--- src/include/ufas_regs.svh ---
// Register offsets, field positions and reset values of the address and status block.
`ifndef UFAS_REGS_SVH
`define UFAS_REGS_SVH
`define UFAS_OFF_ADDR 12'h000
`define UFAS_OFF_STAT 12'h004
`define UFAS_OFF_MASK 12'h008
`define UFAS_ADDR_RST 7'h00
`define UFAS_FLAGS_RST 8'h00
`define UFAS_FLAG_MASK 8'hfd
`define UFAS_BIT_SETUP_OVERWRITE_FLAG 0
`define UFAS_BIT_SETUP 2
`define UFAS_BIT_PORT_POWER_ON_FLAG 3
`define UFAS_BIT_PORT_POWER_OFF_FLAG 4
`define UFAS_BIT_RESUME 5
`define UFAS_BIT_SUSP 6
`define UFAS_BIT_HRST 7
`define UFAS_NFLAGS 8
`endif

--- src/include/ufas_pkg.sv ---
// Types shared by the address and status block.
package ufas_pkg;
   typedef logic [7:0] ufas_byte_t;
   typedef logic [6:0] ufas_addr_t;
endpackage : ufas_pkg

--- src/hdl/ufas_flag.sv ---
// One sticky event flag: set by hardware, cleared by writing one.
`timescale 1ns/1ns
`default_nettype none
module ufas_flag (
   // Clock and resets.
   input wire logic ref_clk,
   input wire logic nrst,
   input wire logic func_rst,
   input wire logic keep_on_func_rst,
   // Event and clear.
   input wire logic set_evt,
   input wire logic clr,
   // State.
   output logic flag_q
);
   logic flag_d;

   always_comb begin
      flag_d = flag_q;
      if (clr) begin
         flag_d = 1'b0;
      end
      if (func_rst && !keep_on_func_rst) begin
         flag_d = 1'b0;
      end
      // A set in the same cycle as a clear wins, so no event is lost.
      if (set_evt) begin
         flag_d = 1'b1;
      end
   end

   always_ff @(posedge ref_clk or negedge nrst) begin
      if (!nrst) begin
         flag_q <= 1'b0;
      end else begin
         flag_q <= flag_d;
      end
   end
endmodule : ufas_flag
`default_nettype wire

--- src/hdl/ufas_top.sv ---
// APB register bank holding the function address and sticky event flags.
//
// Behaviour
// - Seven-bit address, resets zero, bit seven zero.
// - Flags set by hardware, write one clears.
// - Flag and mask both set raise interrupt.
// - Setup over pending setup sets bit 0.
// - Setup sets bit 2; endpoint 0 NAKed.
// - Port power-on request sets bit 3.
// - Port power-off request sets bit 4.
// - Global or selective suspend sets bit 6.
// - Host port reset sets bit 7.
// - Host reset flag survives function reset.
`timescale 1ns/1ns
`default_nettype none
`include "ufas_regs.svh"
module ufas_top (
   // Clock and reset.
   input wire logic ref_clk,
   input wire logic nrst,
   // APB slave.
   input wire logic psel,
   input wire logic penable,
   input wire logic pwrite,
   input wire logic [11:0] paddr,
   input wire logic [31:0] pwdata,
   input wire logic [3:0] pstrb,
   output logic [31:0] prdata,
   output logic pready,
   output logic pslverr,
   // USB engine events, one-cycle pulses on ref_clk.
   input wire logic func_rst,
   input wire logic setup_rx,
   input wire logic setup_buf_full,
   input wire logic port_power_on_req,
   input wire logic port_power_off_req,
   input wire logic resume_det,
   input wire logic suspend_det,
   input wire logic host_reset_det,
   // To the USB engine and processor.
   output logic [6:0] device_address_field,
   output logic ep0_force_nak,
   output logic irq
);
   ////////////////////////////////////////////////////////////////////////////////
   ufas_pkg::ufas_addr_t addr_q;
   ufas_pkg::ufas_addr_t addr_d;
   ufas_pkg::ufas_byte_t mask_q;
   ufas_pkg::ufas_byte_t mask_d;
   ufas_pkg::ufas_byte_t flags;
   ufas_pkg::ufas_byte_t evt;
   ufas_pkg::ufas_byte_t clr;
   ufas_pkg::ufas_byte_t keep;
   logic [31:0] prdata_d;
   logic wr_acc;
   logic rd_acc;
   logic hit;

   function automatic logic is_mapped(input logic [11:0] a);
      is_mapped = (a == `UFAS_OFF_ADDR) || (a == `UFAS_OFF_STAT) || (a == `UFAS_OFF_MASK);
   endfunction : is_mapped

   // Single-cycle access phase: every transfer completes with no wait state.
   assign pready = 1'b1;
   assign hit = is_mapped(paddr);
   assign pslverr = psel && penable && !hit;
   assign wr_acc = psel && penable && pwrite && hit && pstrb[0];
   assign rd_acc = psel && !penable && !pwrite;

   ////////////////////////////////////////////////////////////////////////////////
   // Event vector in status bit order; bit 1 is reserved and never set.
   always_comb begin
      evt = 8'h00;
      evt[`UFAS_BIT_SETUP_OVERWRITE_FLAG] = setup_rx && setup_buf_full;
      evt[`UFAS_BIT_SETUP] = setup_rx;
      evt[`UFAS_BIT_PORT_POWER_ON_FLAG] = port_power_on_req;
      evt[`UFAS_BIT_PORT_POWER_OFF_FLAG] = port_power_off_req;
      evt[`UFAS_BIT_RESUME] = resume_det;
      evt[`UFAS_BIT_SUSP] = suspend_det;
      evt[`UFAS_BIT_HRST] = host_reset_det;
      keep = 8'h00;
      keep[`UFAS_BIT_HRST] = 1'b1;
      clr = 8'h00;
      if (wr_acc && paddr == `UFAS_OFF_STAT) begin
         clr = pwdata[7:0] & `UFAS_FLAG_MASK;
      end
   end

   genvar gi;
   generate
      for (gi = 0; gi < `UFAS_NFLAGS; gi++) begin : g_flag
         if (gi == 1) begin : g_rsv
            assign flags[gi] = 1'b0;
         end else begin : g_live
            ufas_flag u_flag (
               .ref_clk(ref_clk),
               .nrst(nrst),
               .func_rst(func_rst),
               .keep_on_func_rst(keep[gi]),
               .set_evt(evt[gi]),
               .clr(clr[gi]),
               .flag_q(flags[gi])
            );
         end
      end
   endgenerate

   ////////////////////////////////////////////////////////////////////////////////
   // Address and mask registers; the function reset clears them as well.
   always_comb begin
      addr_d = addr_q;
      mask_d = mask_q;
      if (func_rst) begin
         addr_d = `UFAS_ADDR_RST;
         mask_d = `UFAS_FLAGS_RST;
      end
      if (wr_acc && paddr == `UFAS_OFF_ADDR) begin
         addr_d = pwdata[6:0];
      end
      if (wr_acc && paddr == `UFAS_OFF_MASK) begin
         mask_d = pwdata[7:0] & `UFAS_FLAG_MASK;
      end
   end

   always_ff @(posedge ref_clk or negedge nrst) begin
      if (!nrst) begin
         addr_q <= `UFAS_ADDR_RST;
         mask_q <= `UFAS_FLAGS_RST;
      end else begin
         addr_q <= addr_d;
         mask_q <= mask_d;
      end
   end

   ////////////////////////////////////////////////////////////////////////////////
   // Read data is captured in the setup cycle so it is a flop in the access phase.
   always_comb begin
      prdata_d = prdata;
      if (rd_acc) begin
         prdata_d = 32'h0000_0000;
         case (paddr)
            `UFAS_OFF_ADDR: prdata_d = {25'h000_0000, addr_q};
            `UFAS_OFF_STAT: prdata_d = {24'h00_0000, flags};
            `UFAS_OFF_MASK: prdata_d = {24'h00_0000, mask_q};
            default: prdata_d = 32'h0000_0000;
         endcase
      end
   end

   always_ff @(posedge ref_clk or negedge nrst) begin
      if (!nrst) begin
         prdata <= 32'h0000_0000;
      end else begin
         prdata <= prdata_d;
      end
   end

   assign device_address_field = addr_q;
   assign ep0_force_nak = flags[`UFAS_BIT_SETUP];
   assign irq = |(flags & mask_q);
endmodule : ufas_top
`default_nettype wire

--- config.mk ---
export PLATFORM = sky130hd
export DESIGN_NAME = ufas_top
export DESIGN_NICKNAME = d
export VERILOG_FILES = /design/src/include/ufas_pkg.sv /design/src/hdl/ufas_flag.sv /design/src/hdl/ufas_top.sv
export VERILOG_INCLUDE_DIRS = /design/src /design/src/include
export SDC_FILE = /design/constraint.sdc
export NUM_CORES = 1
export LEC_CHECK = 0
export BUFFER_PORTS_ARGS = -buffer_cell sky130_fd_sc_hd__buf_2
export CORE_MARGIN = 4
export CORE_UTILIZATION = 42
export DETAILED_ROUTE_END_ITERATION = 8
export PLACE_DENSITY = 0.84
export SETUP_SLACK_MARGIN = 0.2
export SKIP_CTS_REPAIR_TIMING = 1
export SLEW_MARGIN = 20
export SYNTH_ARGS = -nofsm -noshare
export SYNTH_HDL_FRONTEND = slang
export SYNTH_SLANG_ARGS = --single-unit
--- constraint.sdc ---
create_clock -name ref_clk -period 1.5 [get_ports ref_clk]
set_clock_uncertainty 0.05 [all_clocks]
set_input_delay 0 -clock ref_clk [delete_from_list [all_inputs] [get_ports ref_clk]]
set_output_delay 0 -clock ref_clk [all_outputs]
set_load 0.05 [all_outputs]
==> flow_summary.toml <==
[final_layout]
drive_above_1_share_pct = 38.1
stdcell_count = 300
multi_input_comb_area_um2 = 783
register_area_um2 = 726
fin_area_mm2 = 0.00226
fin_util_pct = 61.9
fillers = 297
final_cell_mix = "47 x buf_2, 34 x nand2_1, 29 x dfrtp_1"
final_nets = 312
area_growth_pct = 41.5
diodes = 0
layout_commonest_cell = "buf_2"

[min_path]
hp-class = "input port to register"
hold_start = "psel"

[detailed_routing]
post_drt_wl_per_cell_um = 15.0
vias = 1515
vias_per_cell = 5.05
detail_route.first_pass.iterations = 4
drc = 0
ant_nets = 0
drtIter0Drc = 175
wl_um = 4490

[clock_network]
clk_latency_ns = 0.28
cts_tree = "done"
cts_sinks = 29
ctsRootBufferMaster = "clkbuf_8"
cts.path.max_buffers = 2
htreeDepth = 2
cts-buffers-inserted = 5
path_clk_slew_ns = 0.06

[placed_design]
dp_cells = 272
dpl.hpwl_um = 2880
place_area_mm2 = 0.00188
port_buffers = 51
gp_congestion = 0.821

[logic_synthesis]
synth.distinct_cells = 28
synth_cells = 169
seq_area_frac_synth_pct = 45.3
yosysWarnings = 0
avgSynthCellArea_um2 = 9.47
synthesis.area_mm2 = 0.00160
ys_ff_latch = 29

[critical_path]
max_stage_delay_ns = 0.41
cp_slowest_cell = "dfrtp_1"
path_max_fanout = 3
crit_path_start_kind = "register"
worst_ep_required_time_ns = 1.45
arrival_ns = 1.51
cpLargestDelayFamily = "flip-flops"
worstSetupPathType = "register to output pin"
r2r-start = "mask_q[0]"
end_kind = "output pin"
critPathBufInv = 1
cp_cell_sequence = "a222oi_1, nand3_1, buf_6"
crit_start = "g_flag[4].g_live.u_flag.flag_q"

[sta]
min_period_over_period_pct = 104
fmax_mhz = 643
maxSlewHeadroom_pct = 57.5
drv_slew = 0
setup_viol = 1
holdWs_ns = -0.00438
layout_setup_ws_ns = -0.0557
fin_crit_ns = 1.56
rsz0062_at_grt = "true"
worst_pin_slew_ns = 0.638
hold_viol_final = 1

[floorplanning]
initial_core_util_pct = 43.7
fp.dieW_um = 69.7
die_h_um = 69.7
die_area_mm2 = 0.00486
ios = 104
fp.coreArea_mm2 = 0.00366
num_rows = 22

[grt]
grt_max_degree = 30
grt_pass1_wl_um = 6080
grt_overflow = 0
grt_pass1_vias = 1358
antenna_found_initial = 0
grt_use_total_pct = 15.9

[pwr]
power_density_mw_per_mm2 = 950
ir_worst_vdd_mv = 0.571
p_leak_nw = 1.09

[flow_run]
maxCapViolCount = 0

[outcome]
status = "complete, but fails checks"
violations = "negative hold slack, negative setup slack"
==> cell usage after synthesis (all sizes together) <==
cell type   n  share of area, %
nor4        1               1.3
and2        1              0.39
a21oi       6               1.9
o31ai       1              0.47
a211oi      1              0.47
a222oi      1              0.63
a22o        6               3.3
clkbuf      3              0.70
nand2      40               9.4
nand4       1              0.39
nand3       2              0.63
or4         3               1.9
buf        27                12
a21o        1              0.47
a31o        5               2.7
and3        1              0.39
dfrtp      29                45
nor4b       4               4.8
nor2        8               1.9
inv         1              0.23
a32o        1              0.63
nor3        1              0.63
conb        2              0.47
a22oi       9               4.2
o21ai      14               4.4
==> state kept, by name, summed over array words and instances (netlist names) <==
| register | count |
|---|---|
| prdata | 8 |
| device_address_field | 7 |
| g_flag.g_live.u_flag.flag_q | 7 |
| mask_q | 7 |
==> worst reg2reg max path, cell delays in order, from the launching register on <==
cell	delay [ns]
dfrtp_1	0.40
a22o_1	0.24
a22oi_1	0.16
a21oi_1	0.09
==> final timing paths <==
check	cells after the start	slack, ns	to
worst max-delay path	3	-0.06	irq
worst min-delay path	3	-0.004	prdata[7]
worst max register to register	3	0.43	prdata[0]
worst min register to register	2	0.44	prdata[7]
max in group asynchronous	2	0.76	mask_q[7]
min in group asynchronous	2	0.22	prdata[7]
==> where the power goes <==
group | switching (mW) | total [mW] | internal [mW]
Clock | 0.296 | 0.836 | 0.541
Sequential | 0.0242 | 0.843 | 0.819
Combinational | 0.346 | 0.471 | 0.125
==> layer usage <==
layer | part of all wire, % | GRT usage (%) | wire, µm | up-vias
met1 | 35 | 18.3 | 1570 | 704
met2 | 53 | 27.1 | 2380 | 82
met3 | 8.3 | 5.36 | 372 | 19
met5 | 0 | 0 | 0 | -
met4 | 3.7 | 6.38 | 167 | 0
li1 | - | - | - | 710
==> through the flow <==
| stage | total power [mW] | worst slack [ns] | setup TNS (ns) |
|---|---|---|---|
| global placement | 1.27 | -0.0558 | -0.727 |
| detailed placement | 1.28 | -0.102 | -1.52 |
| global route | 2.22 | -0.120 | -0.120 |
| floorplan | 1.21 | 0.0277 | 0 |
| CTS | 2.11 | -0.0186 | -0.0295 |
| finish | 2.15 | -0.0557 | -0.0557 |
==> logic make-up after synthesis <==
kind of cell,Yosys count,synth area share [%]
simple gates,62,21.7
compound gates,45,19.2
buf+inv,31,13.3
flops,29,45.3
other cells,2,0.469
==> final cells by class <==
| cell class | count | share of cell area (%) |
|---|---|---|
| Inverter | 1 | 0.166 |
| Clock inverter | 1 | 1.33 |
| Multi-Input combinational cell | 132 | 34.6 |
| Clock buffer | 7 | 3.81 |
| Sequential cell | 29 | 32.0 |
| Timing Repair Buffer | 82 | 25.4 |
| Tap cell | 48 | 2.65 |
Note: power is estimated with default switching activity, not from simulation.
